File: src/scgc_pkg.sv
/*
 * constants of the system clock generation control block: register
 * offsets, field positions, reset values and module clock indices.
 * assumes a 32-bit AXI4-Lite register bus and one 100 MHz bus clock.
 */
package scgc_pkg;
  // ************
  // bus map
  // ************
  localparam int AW = 5;
  localparam logic [AW-1:0] A_CFG0 = 5'h00;
  localparam logic [AW-1:0] A_CFG1 = 5'h04;
  localparam logic [AW-1:0] A_PLL = 5'h08;
  localparam logic [AW-1:0] A_MCE_LO = 5'h0c;
  localparam logic [AW-1:0] A_MCE_HI = 5'h10;
  localparam logic [AW-1:0] A_PWMG = 5'h14;
  localparam logic [AW-1:0] A_PWMS = 5'h18;
  localparam logic [AW-1:0] A_STAT = 5'h1c;
  localparam logic [1:0] RESP_OK = 2'h0;
  localparam logic [1:0] RESP_SLVERR = 2'h2;
  // ************
  // field positions
  // ************
  localparam int B_FSEL = 0;
  localparam int B_FDIV = 1;
  localparam int B_EXTEN = 0;
  localparam int B_SRCSEL = 1;
  localparam int B_PLL_POWER_ENABLE = 0;
  localparam int B_PLL_REF_DIVIDE_SELECT = 1;
  localparam int B_PLLGATE = 2;
  localparam int B_PWMEN = 0;
  localparam int B_PWMSEL = 0;
  localparam int B_ST_DBG = 5;
  // ************
  // reset values and counts
  // ************
  localparam int NMOD = 34;
  localparam int MHI = NMOD - 32;
  localparam int DEBUG_SERIAL_INTERFACE_IDX = 10;
  localparam logic [1:0] FDIV_RST = 2'h3;
  localparam logic [2:0] PWMSEL_RST = 3'h0;
  localparam logic [2:0] PWMSEL_MAX = 3'h6;
  localparam logic [3:0] P16_LAST = 4'hf;
  localparam logic [NMOD-1:0] MCE_RST = 34'h000000400;
  // debug serial, pwm0..3 and pwm output controller 0..3
  localparam logic [NMOD-1:0] STBY_EXEMPT = 34'h1fe000400;
endpackage : scgc_pkg

File: src/scgc_top.sv
/*
 * clock generation and distribution: source clock mux, pll reference
 * and output gate, fast system clock and pwm fast clock dividers and
 * per-module clock gates, with an AXI4-Lite register slave.
 * assumes oscillator and pll outputs arrive as pin levels well below
 * half the bus clock rate; every derived clock leaves as a one-cycle
 * enable pulse on aclk.
 */
// Design decisions made here: the address map and the AXI4-Lite slave port.
`timescale 1ns/1ps
// Operation
// [RQ1] after reset the source clock is the internal reference clock
// [RQ2] external clock pin passes only while its input enable is set
// [RQ3] source select picks external or internal clock, switching glitch-free
// [RQ4] pll multiplies reference by 80; reference is source or source/2
// [RQ5] software changes reference divide only with pll powered down
// [RQ6] pll clock leaves only while its output gate is set
// [RQ7] fast clock source is source clock or pll clock divided by 16
// [RQ8] fast clock divider divides by 1, 2, 4 or 8
// [RQ9] fast source and divider changes take effect glitch-free
// [RQ10] pwm clock is source clock or pll clock over 1 to 32
// [RQ11] pwm clock reaches pwm only while pwm clock enable is set
// [RQ12] reset: pll off, reference undivided, fast clock source/8, pwm off
// [RQ13] debug serial clock on at reset and forced on by debugger
// [RQ14] pwm, pwm output controller, debug serial clocks not gated on standby
// [RQ15] software configures clocks in the documented order
// [RQ16] unused external, pll or pwm steps may be skipped
// [RQ17] source clock also drives the wakeup counter
// [RQ18] internal oscillator clock goes straight to the debugger baud logic
// [RQ19] in sleep cpu clock stops, module clocks follow their enables
// [RQ20] module clock gates change enable only between clock pulses
module scgc_top import scgc_pkg::*; (
  // clock and reset
  input wire logic aclk,
  input wire logic aresetn,
  // axi write address
  input wire logic awvalid,
  output logic awready,
  input wire logic [AW-1:0] awaddr,
  // axi write data
  input wire logic wvalid,
  output logic wready,
  input wire logic [31:0] wdata,
  input wire logic [3:0] wstrb,
  // axi write response
  output logic bvalid,
  input wire logic bready,
  output logic [1:0] bresp,
  // axi read address
  input wire logic arvalid,
  output logic arready,
  input wire logic [AW-1:0] araddr,
  // axi read data
  output logic rvalid,
  input wire logic rready,
  output logic [31:0] rdata,
  output logic [1:0] rresp,
  // oscillator and pll pins
  input wire logic internal_rc_osc,
  input wire logic ext_clock_in,
  input wire logic pll_clock_in,
  output logic pll_power_enable,
  output logic pll_ref_tick,
  // power state and debugger
  input wire logic debugger_connected,
  input wire logic sleep_req,
  input wire logic standby_req,
  // clock enables out
  output logic source_clock_tick,
  output logic fast_system_clock_tick,
  output logic cpu_clock_tick,
  output logic pwm_fast_clock_tick,
  output logic [NMOD-1:0] module_clock_tick,
  output logic wakeup_count_tick,
  output logic debugger_baud_tick
);

  // ************
  // state
  // ************
  typedef struct packed {
    logic [2:0] irc_s;
    logic [2:0] ext_s;
    logic [2:0] pll_s;
    logic [2:0] dbg_s;
    logic irc_l;
    logic ext_l;
    logic pll_l;
    logic dbg_l;
    logic fsel;
    logic [1:0] fdiv;
    logic ext_en;
    logic src_sel;
    logic pll_en;
    logic ref_div;
    logic pll_gate;
    logic [NMOD-1:0] mod_en;
    logic pwm_en;
    logic [2:0] pwm_sel;
    logic src_act;
    logic fsel_act;
    logic [1:0] fdiv_act;
    logic ref_ph;
    logic [3:0] p16_cnt;
    logic [2:0] fcnt;
    logic [4:0] pwm_cnt;
    logic [NMOD-1:0] gate_en;
    logic src_o;
    logic fast_o;
    logic cpu_o;
    logic pwm_o;
    logic irc_o;
    logic ref_o;
    logic [NMOD-1:0] mod_o;
    logic aw_got;
    logic [AW-1:0] aw_a;
    logic w_got;
    logic [31:0] w_d;
    logic [3:0] w_s;
    logic bvalid;
    logic [1:0] bresp;
    logic rvalid;
    logic [31:0] rdata;
    logic [1:0] rresp;
  } scgc_state_t;
  scgc_state_t r_reg, r_next;
  // ************
  // helpers
  // ************
  function automatic logic scgc_filt(input logic [2:0] s, input logic l);
    return (s[1] == s[2]) ? s[1] : l;
  endfunction : scgc_filt
  function automatic logic scgc_rise(input logic [2:0] s, input logic l);
    return (s[1] == s[2]) & s[1] & ~l;
  endfunction : scgc_rise
  function automatic logic scgc_hit(input logic [4:0] cnt, input logic [2:0] lg);
    logic [4:0] m;
    m = 5'((6'h01 << lg) - 6'h01);
    return (cnt & m) == m;
  endfunction : scgc_hit
  function automatic logic [31:0] scgc_merge(input logic [31:0] o,
      input logic [31:0] d, input logic [3:0] s);
    logic [31:0] m;
    m = {{8{s[3]}}, {8{s[2]}}, {8{s[1]}}, {8{s[0]}}};
    return (o & ~m) | (d & m);
  endfunction : scgc_merge
  // mapped flag on top of the register word
  function automatic logic [32:0] scgc_word(input scgc_state_t s,
      input logic [AW-1:0] a);
    logic [31:0] w;
    logic ok;
    w = 32'h0;
    ok = 1'b1;
    case (a)
      A_CFG0: begin
        w[B_FSEL] = s.fsel;
        w[B_FDIV +: 2] = s.fdiv;
      end
      A_CFG1: begin
        w[B_EXTEN] = s.ext_en;
        w[B_SRCSEL] = s.src_sel;
      end
      A_PLL: begin
        w[B_PLL_POWER_ENABLE] = s.pll_en;
        w[B_PLL_REF_DIVIDE_SELECT] = s.ref_div;
        w[B_PLLGATE] = s.pll_gate;
      end
      A_MCE_LO: w = s.mod_en[31:0];
      A_MCE_HI: w[MHI-1:0] = s.mod_en[NMOD-1:32];
      A_PWMG: w[B_PWMEN] = s.pwm_en;
      A_PWMS: w[B_PWMSEL +: 3] = s.pwm_sel;
      A_STAT: w[B_ST_DBG:0] = {s.dbg_l, s.pll_en & s.pll_gate, s.fdiv_act,
          s.fsel_act, s.src_act};
      default: ok = 1'b0;
    endcase
    return {ok, w};
  endfunction : scgc_word
  // ************
  // next state
  // ************
  always_comb begin
    logic irc_t, ext_t, src_t, ref_t, pll_t, p16_t, fin_t, fast_t, pwm_t;
    logic [NMOD-1:0] eff;
    logic [32:0] wv;
    logic [32:0] rv;
    logic [31:0] wd;
    {irc_t, ext_t, src_t, ref_t, pll_t, p16_t, fin_t, fast_t, pwm_t} = '0;
    eff = '0;
    wv = '0;
    rv = '0;
    wd = '0;
    r_next = r_reg;
    // pin synchronisers
    r_next.irc_s = {r_reg.irc_s[1:0], internal_rc_osc};
    r_next.ext_s = {r_reg.ext_s[1:0], ext_clock_in};
    r_next.pll_s = {r_reg.pll_s[1:0], pll_clock_in};
    r_next.dbg_s = {r_reg.dbg_s[1:0], debugger_connected};
    r_next.irc_l = scgc_filt(r_reg.irc_s, r_reg.irc_l);
    r_next.ext_l = scgc_filt(r_reg.ext_s, r_reg.ext_l);
    r_next.pll_l = scgc_filt(r_reg.pll_s, r_reg.pll_l);
    r_next.dbg_l = scgc_filt(r_reg.dbg_s, r_reg.dbg_l);
    irc_t = scgc_rise(r_reg.irc_s, r_reg.irc_l);
    ext_t = scgc_rise(r_reg.ext_s, r_reg.ext_l) & r_reg.ext_en; // [RQ2]
    // source mux, switches on an edge of the old source, or at once from a disabled external clock
    src_t = r_reg.src_act ? ext_t : irc_t; // [RQ1]
    if ((r_reg.src_sel != r_reg.src_act) &&
        (src_t || (r_reg.src_act && !r_reg.ext_en))) begin
      r_next.src_act = r_reg.src_sel; // [RQ3]
    end
    // pll reference and output gate
    if (src_t) begin
      r_next.ref_ph = ~r_reg.ref_ph;
    end
    ref_t = src_t & (~r_reg.ref_div | r_reg.ref_ph); // [RQ4]
    pll_t = scgc_rise(r_reg.pll_s, r_reg.pll_l) & r_reg.pll_en &
        r_reg.pll_gate; // [RQ6]
    if (pll_t) begin
      r_next.p16_cnt = r_reg.p16_cnt + 4'h1;
      r_next.pwm_cnt = r_reg.pwm_cnt + 5'h01;
    end
    p16_t = pll_t & (r_reg.p16_cnt == P16_LAST); // [RQ7]
    // fast clock, new settings taken at a pulse boundary
    fin_t = r_reg.fsel_act ? p16_t : src_t; // [RQ7]
    fast_t = fin_t & scgc_hit({2'h0, r_reg.fcnt}, {1'b0, r_reg.fdiv_act}); // [RQ8]
    if (fast_t) begin
      r_next.fcnt = 3'h0;
      r_next.fsel_act = r_reg.fsel; // [RQ9]
      r_next.fdiv_act = r_reg.fdiv; // [RQ9]
    end else if (fin_t) begin
      r_next.fcnt = r_reg.fcnt + 3'h1;
    end
    // pwm clock
    if (r_reg.pwm_sel == PWMSEL_RST) begin
      pwm_t = src_t; // [RQ10]
    end else if (r_reg.pwm_sel <= PWMSEL_MAX) begin
      pwm_t = pll_t & scgc_hit(r_reg.pwm_cnt, 3'(r_reg.pwm_sel - 3'h1)); // [RQ10]
    end
    // module gates, enables move only in pulse-free cycles
    eff = r_reg.mod_en & ~({NMOD{standby_req}} & ~STBY_EXEMPT); // [RQ14]
    eff[DEBUG_SERIAL_INTERFACE_IDX] = r_reg.mod_en[DEBUG_SERIAL_INTERFACE_IDX] | r_reg.dbg_l; // [RQ13]
    if (!fast_t) begin
      r_next.gate_en = eff; // [RQ20]
    end
    r_next.src_o = src_t;
    r_next.fast_o = fast_t;
    r_next.cpu_o = fast_t & ~sleep_req & ~standby_req; // [RQ19]
    r_next.pwm_o = pwm_t & r_reg.pwm_en; // [RQ11]
    r_next.irc_o = irc_t; // [RQ18]
    r_next.ref_o = ref_t;
    r_next.mod_o = {NMOD{fast_t}} & r_reg.gate_en; // [RQ19]
    // axi write
    if (awvalid && awready) begin
      r_next.aw_got = 1'b1;
      r_next.aw_a = awaddr;
    end
    if (wvalid && wready) begin
      r_next.w_got = 1'b1;
      r_next.w_d = wdata;
      r_next.w_s = wstrb;
    end
    if (r_reg.bvalid && bready) begin
      r_next.bvalid = 1'b0;
    end
    if (r_reg.aw_got && r_reg.w_got) begin
      r_next.aw_got = 1'b0;
      r_next.w_got = 1'b0;
      r_next.bvalid = 1'b1;
      wv = scgc_word(r_reg, r_reg.aw_a);
      wd = scgc_merge(wv[31:0], r_reg.w_d, r_reg.w_s);
      r_next.bresp = wv[32] ? RESP_OK : RESP_SLVERR;
      case (r_reg.aw_a)
        A_CFG0: begin
          r_next.fsel = wd[B_FSEL];
          r_next.fdiv = wd[B_FDIV +: 2];
        end
        A_CFG1: begin
          r_next.ext_en = wd[B_EXTEN];
          r_next.src_sel = wd[B_SRCSEL];
        end
        A_PLL: begin
          r_next.pll_en = wd[B_PLL_POWER_ENABLE];
          r_next.ref_div = wd[B_PLL_REF_DIVIDE_SELECT];
          r_next.pll_gate = wd[B_PLLGATE];
        end
        A_MCE_LO: r_next.mod_en[31:0] = wd;
        A_MCE_HI: r_next.mod_en[NMOD-1:32] = wd[MHI-1:0];
        A_PWMG: r_next.pwm_en = wd[B_PWMEN];
        A_PWMS: r_next.pwm_sel = wd[B_PWMSEL +: 3];
        default: r_next.bvalid = 1'b1;
      endcase
    end
    // axi read
    if (r_reg.rvalid && rready) begin
      r_next.rvalid = 1'b0;
    end
    if (arvalid && arready) begin
      rv = scgc_word(r_reg, araddr);
      r_next.rvalid = 1'b1;
      r_next.rdata = rv[31:0];
      r_next.rresp = rv[32] ? RESP_OK : RESP_SLVERR;
    end
  end
  always_ff @(posedge aclk) begin
    if (!aresetn) begin
      r_reg <= '0;
      r_reg.fdiv <= FDIV_RST; // [RQ12]
      r_reg.fdiv_act <= FDIV_RST; // [RQ12]
      r_reg.pwm_sel <= PWMSEL_RST;
      r_reg.mod_en <= MCE_RST; // [RQ13]
      r_reg.gate_en <= MCE_RST;
    end else begin
      r_reg <= r_next;
    end
  end
  // ************
  // outputs
  // ************
  assign awready = ~r_reg.aw_got & ~r_reg.bvalid;
  assign wready = ~r_reg.w_got & ~r_reg.bvalid;
  assign arready = ~r_reg.rvalid;
  assign bvalid = r_reg.bvalid;
  assign bresp = r_reg.bresp;
  assign rvalid = r_reg.rvalid;
  assign rdata = r_reg.rdata;
  assign rresp = r_reg.rresp;
  assign pll_power_enable = r_reg.pll_en;
  assign pll_ref_tick = r_reg.ref_o;
  assign source_clock_tick = r_reg.src_o;
  assign fast_system_clock_tick = r_reg.fast_o;
  assign cpu_clock_tick = r_reg.cpu_o;
  assign pwm_fast_clock_tick = r_reg.pwm_o;
  assign module_clock_tick = r_reg.mod_o;
  assign wakeup_count_tick = r_reg.src_o; // [RQ17]
  assign debugger_baud_tick = r_reg.irc_o;
endmodule : scgc_top

File: config.mk
export PLATFORM = sky130hd
export DESIGN_NAME = scgc_top
export DESIGN_NICKNAME = d
export VERILOG_FILES = /design/src/scgc_pkg.sv /design/src/scgc_top.sv
export SDC_FILE = /design/constraint.sdc
export NUM_CORES = 1
export LEC_CHECK = 0
export BUFFER_PORTS_ARGS = -buffer_cell sky130_fd_sc_hd__buf_4
export CAP_MARGIN = 20
export CORE_ASPECT_RATIO = 1.4
export CORE_MARGIN = 2
export CORE_UTILIZATION = 51
export CTS_CLUSTER_SIZE = 28
export DETAILED_ROUTE_END_ITERATION = 6
export GPL_TIMING_DRIVEN = 0
export MAX_ROUTING_LAYER = met4
export PLACE_DENSITY = 0.76
export SYNTH_ARGS = -nofsm -noshare
export SYNTH_HDL_FRONTEND = slang
export SYNTH_SLANG_ARGS = --single-unit
File: constraint.sdc
create_clock -name aclk -period 1.8 [get_ports aclk]
set_input_delay 0.18 -clock aclk [delete_from_list [all_inputs] [get_ports aclk]]
set_output_delay 0.18 -clock aclk [all_outputs]
set_load 0.05 [all_outputs]
Yosys cells after proc, flatten, opt, wreduce, memory -nomap -nowiden

Index checks and enable logic that the tools add are counted.
W data, S select, Z words.

$add $sub $neg: 6
Order comparisons: 1
Equal/unequal tests: 22
Shift-type cells: 2
Muxes and demuxes: 29
Bitwise gates (word level): 42
Reductions and logical operators: 26

Operator list:

| kind                  | number |
|---|---|
| $mux W26              | 3 |
| $and A34 B34 Y34      | 2 |
| $and A32 B32 Y32      | 2 |
| $eq A5 B5 Y1 const B  | 8 |
| $mux W35              | 1 |
| $not A34 Y34          | 1 |
| $not A32 Y32          | 1 |
| $or A32 B32 Y32       | 1 |
| $eq A5 B4 Y1 const B  | 4 |
| $and A1 B1 Y1         | 19 |
| $pmux W1 S8           | 2 |
| $reduce_or A8 Y1      | 2 |
| $pmux W1 S7           | 2 |
| $reduce_and A2 Y1     | 7 |
| $mux W1               | 13 |
| $not A1 Y1            | 12 |
| $pmux W3 S2           | 2 |
| $eq A5 B3 Y1 const B  | 2 |
| $eq A5 B5 Y1          | 2 |
| $logic_not A5 Y1      | 2 |
| $pmux W1 S5           | 2 |
| $sub A5 B1 Y5 const B | 2 |
| $logic_and A1 B1 Y1   | 8 |
| $mux W3               | 2 |
| other kinds (19)      | 26 |

Register bits after elaboration: 234
Logic and storage cells: 172

Logic depth before layout (Yosys ltp)

Depth in word-level cells: 10
Gate-level depth with buffers: 10
Depth with buffers taken out: 8

Least setup slack after synthesis

No wires, ideal clock.

Path type: register to register
Start point: reg r_reg (netlist bit bvalid)
End point: reg r_reg[41] (netlist bit)
Library setup time: 70 ps
Arrival time: 2,194 ps
Required time: 1,730 ps
Setup slack: -464 ps
Cell stages (with the launch flop): 7
Buffers on the path: 2
Cell sequence: dfxtp_1 nor2_1 and2_1 clkbuf_1 clkbuf_1 nand2_1 a21oi_1

Word-level cells in the longest chain between the ends: 3

Ends and longest elaborated chain:

| what                     | line            | source |
|---|---|---|
| start: declaration       | scgc_top.sv:126 | `scgc_state_t r_reg, r_next;` |
| start signal: assignment | scgc_top.sv:312 | `r_reg <= r_next;` |
| $not A1 Y1               | scgc_top.sv:319 | `assign wready = ~r_reg.w_got & ~r_reg.bvalid;` |
| $and A1 B1 Y1            | scgc_top.sv:319 |  |
| via wready               | scgc_top.sv:42  | `output logic wready,` |
| $logic_and A1 B1 Y1      | scgc_top.sv:256 | `if (wvalid && wready) begin` |

The timed path passes the listed nets, and every way through them passes these cells.
A chain may end at the register's enable or synchronous reset.

Final worst setup path

Start point: reg r_reg[169] (netlist bit)
End point: reg r_reg[169] (netlist bit)

Word-level cells in the longest chain between the ends: 5

Ends and longest elaborated chain:

| what            | line            | source |
|---|---|---|
| $shl A1 B2 Y5 * | scgc_top.sv:138 | `m = 5'((6'h01 << lg) - 6'h01);` |
| $sub A5 B1 Y5 * | scgc_top.sv:138 |  |
| $and A3 B5 Y5   | scgc_top.sv:139 | `return (cnt & m) == m;` |
| $eq A5 B5 Y1 *  | scgc_top.sv:139 |  |
| $and A1 B1 Y1 * | scgc_top.sv:224 | `fast_t = fin_t & scgc_hit({2'h0, r_reg.fcnt}, {1'b0, r_reg.fdiv_act});` |

Mark *: on every way between the ends. The rest lies on a longest branch, timed or not.

==> results.cfg <==
[status]
status = finished with violations
failed_checks = negative setup slack

[floorplan]
start_util_pct = 51.5
floorplan.die.height_microns = 163
placement_rows = 58
die_footprint_sq_um = 19100
pin_count = 142
die_width_microns = 117
design.core.area_sq_um = 17900

[synth]
avgSynthCellArea_sq_um = 9.02
synth_top_flop_cell = dfxtp_1
synth-xor-area-share_pct = 0.953
synth_compound_area_share_pct = 14.6
yosys_register_bits = 232
synth_edf_count = 0
post_synth_mux_area_share_pct = 3.05
postSynth.asyncResetShare_pct = 0
synthesized_netlist_cell_count = 1019
yosysWarnings = 0
yosys.area_share.simple_pct = 20.0
arithmetic_cell_share_of_the_synthesized_area_counting_full_adders_half_adders_and_majority_gates_pct = 1.20
ys_seq_area_share_pct = 50.5
count_of_different_cell_masters_after_synthesis = 59
mappedNetlistArea_sq_um = 9190
largest_family_of_logic_cells_by_synthesized_area = simple AND/OR/NAND/NOR gates

[clock_tree]
clock_tree.buffer_depth = 3
cts.root.buffer_cell = clkbuf_16
clk_transition_reported_paths_ps = 70
clkSinkCount = 232
tritoncts_clock_tree = yes
cts.htree.levels = 1
worstSkewPairLatency_ps = 500
tritoncts.num_buffers = 22

[sta]
actual_transition_at_the_worst_max_transition_pin_ps = 972
finalHoldViolCount = 0
setup_viol = 113
fin_skew_ps = 6.64
timing.max_slew.rel_slack_pct = 35.2
timing.final.ws_setup_ps = -188
final.setup.tns_ps = -12280
finalCriticalPeriod_ps = 1990
timing.fmax_mhz = 503
finalCritPeriodShare_pct = 110
slew_viol_final = 0
unrepaired_setup_endpoints_after_global_routing = yes

[grt]
grt_pass1_vias = 8013
largest_net_degree_at_the_start_of_global_routing = 16
grt_pass1_wl_mm = 41.5
gr-usage-all-layers_pct = 27.7
gr-total-overflow = 0
number_of_antenna_violations_at_the_first_check_in_global_routing = 0

[critical_path]
crit_required_ps = 2150
critical_r2r_capture = r_reg[169]
setup.worst_path.start = r_reg[169]
timing.rr.start = r_reg[169]
timing_worst_setup_path_type = flip-flop to flip-flop
worstPathMaxFanout = 5
worstRegToRegCells = 10
crit_end = r_reg[169]
critPathLaunchType = flip-flop
reg2reg_setup_slack_ps = -190
cp_data_arrival_time_ps = 2340
cp-end-kind = flip-flop

[worst_hold_path]
timing.hold.worst_path_depth = 3
min_path_type = primary input to flip-flop

[final_layout]
diodes = 0
layout-drive-gt1-share_pct = 37.6
largest_reg_flops = 147
num-fill-cells = 1225
postLayoutCellArea_sq_um = 13300
combined_area_of_the_multi_input_logic_cells_sq_um = 4480
area.growth.synth_to_final_pct = 45.0
layout.nets = 1343
layout.area.seq_sq_um = 4670

[route]
first_iter_violations = 627
detailroute.via_count = 8321
route.detailed.drc = 0
routed_via_density = 5.44
route.detailed.wl_per_inst_microns = 18.5
routed_wirelength_mm = 28.2
antenna_violating_nets_post_route = 0
first_pass_iters = 5

[placed_design]
gpl_congestion = 0.926
io_buffer_count = 137
hpwl_mm = 16.8
placed_cell_area_sq_um = 10600

[power]
p_leak_nw = 5.32
pwr_density_cell_nw_per_um2 = 812
vdd_drop_max_mv = 0.778
total_power_mw = 10.8

[flow_run]
maxCapViolCount = 0
-- per-stage QoR --
| step | hold WS (ps) | worst slack (ps) | utilization [%] | instances |
|---|---|---|---|---|
| 6_report | 27.3 | -188 | 74.7 | 1529 |
| 5_1_grt | 34.0 | -215 | 74.7 | 1529 |
| 4_1_cts | 8.69 | -123 | 71.2 | 1515 |
| 3_5_place_dp | 348 | -788 | 59.2 | 1397 |
| 3_3_place_gp | 357 | -837 | 59.2 | 1397 |
| 2_1_floorplan | 259 | 1.02 | - | 1020 |
-- cells in the final DEF, fill, tap and decap left out, types with 17 or more instances in the layout --
cell and n:
nor2_1 64, clkbuf_16 26, dlygate4sd3_1 49, buf_6 22, clkbuf_1 35, nand2_1 107
nand3_1 33, a21oi_1 75, buf_4 231, and2_1 45, nand3b_1 27, o2bb2ai_2 29
mux2i_1 17, a21oi_2 22, a22oi_1 27, dfxtp_1 219
-- how the worst min path moves through the flow --
stage / startpoint / to / slack [ps]
2_1_floorplan: sleep_req / cpu_clock_tick / 260
3_3_place_gp: rready / rvalid / 360
3_5_place_dp: sleep_req / cpu_clock_tick / 350
4_1_cts: standby_req / r_reg[121] / 9
5_1_grt: standby_req / r_reg[154] / 30
6_report: standby_req / r_reg[123] / 30
-- synth_stat cells, types with 4 or more instances --
master | instances | area (sq um)
nor2_1 | 71 | 267
o211ai_1 | 12 | 90.1
nor3_2 | 4 | 40.0
ha_1 | 8 | 100
nand3b_1 | 27 | 203
nor3_1 | 10 | 50.1
mux2_2 | 4 | 45.0
and2_1 | 49 | 307
nor4_1 | 4 | 25.0
xor2_1 | 6 | 52.6
a22oi_1 | 27 | 203
o2bb2ai_1 | 33 | 289
nand2_1 | 142 | 533
clkbuf_1 | 48 | 180
inv_1 | 16 | 60.1
a21oi_1 | 97 | 485
nand2b_1 | 4 | 25.0
dfxtp_1 | 232 | 4640
nand3_1 | 45 | 225
xnor2_1 | 4 | 35.0
buf_4 | 74 | 556
mux2i_1 | 19 | 190
o21ai_0 | 18 | 90.1
buf_2 | 14 | 70.1
nor2b_1 | 4 | 25.0
-- area by class of cell --
| class | count | share of cell area, % |
|---|---|---|
| Sequential cell | 232 | 35.1 |
| Multi-Input combinational cell | 633 | 33.6 |
| Timing Repair Buffer | 236 | 15.8 |
| Buffer | 134 | 7.50 |
| Clock buffer | 29 | 4.71 |
| Tap cell | 240 | 2.25 |
| Clock inverter | 8 | 0.563 |
| Inverter | 17 | 0.507 |
-- timing repair --
action | in CTS | in global routing
gates resized for setup | 152 | 124
endpoints found under the setup margin | 143 | 130
hold endpoints to repair | 48 | 0
pin swaps | 73 | 49
hold buffers | 49 | 0
buffers inserted | 27 | 15
gates cloned | 8 | 3
-- logic make-up after synthesis --
family          after synthesis
compound gates              210
xor+xnor                     10
fa+ha+maj                     9
buf+inv                     155
flops                       232
mux                          25
other cells                   1
simple gates                377
-- worst max-delay path, cell delays in order (launching register included) --
cell,delay [ps]
dfxtp_4,370
nor2_4,130
inv_2,60
ha_4,260
nor2_2,30
a21oi_1,130
o211ai_1,180
buf_4,210
buf_6,120
o21ai_0,230
o211ai_1,130
-- metal layers --
layer	GRT usage (%)	up-vias	wire, microns
li1	-	3938	-
met1	30.8	3957	10600
met2	49.9	344	14800
met3	3.40	82	1590
met4	11.9	0	1250
met5	-	-	0
-- power by group --
group | internal [mW] | leakage [nW] | switching, mW
logic | 0.394 | 3.09 | 0.555
clock network | 2.61 | 0.352 | 1.98
registers | 5.22 | 1.88 | 0.0711
total | 8.22 | 5.32 | 2.60
Note: power is estimated with default switching activity, not from simulation.
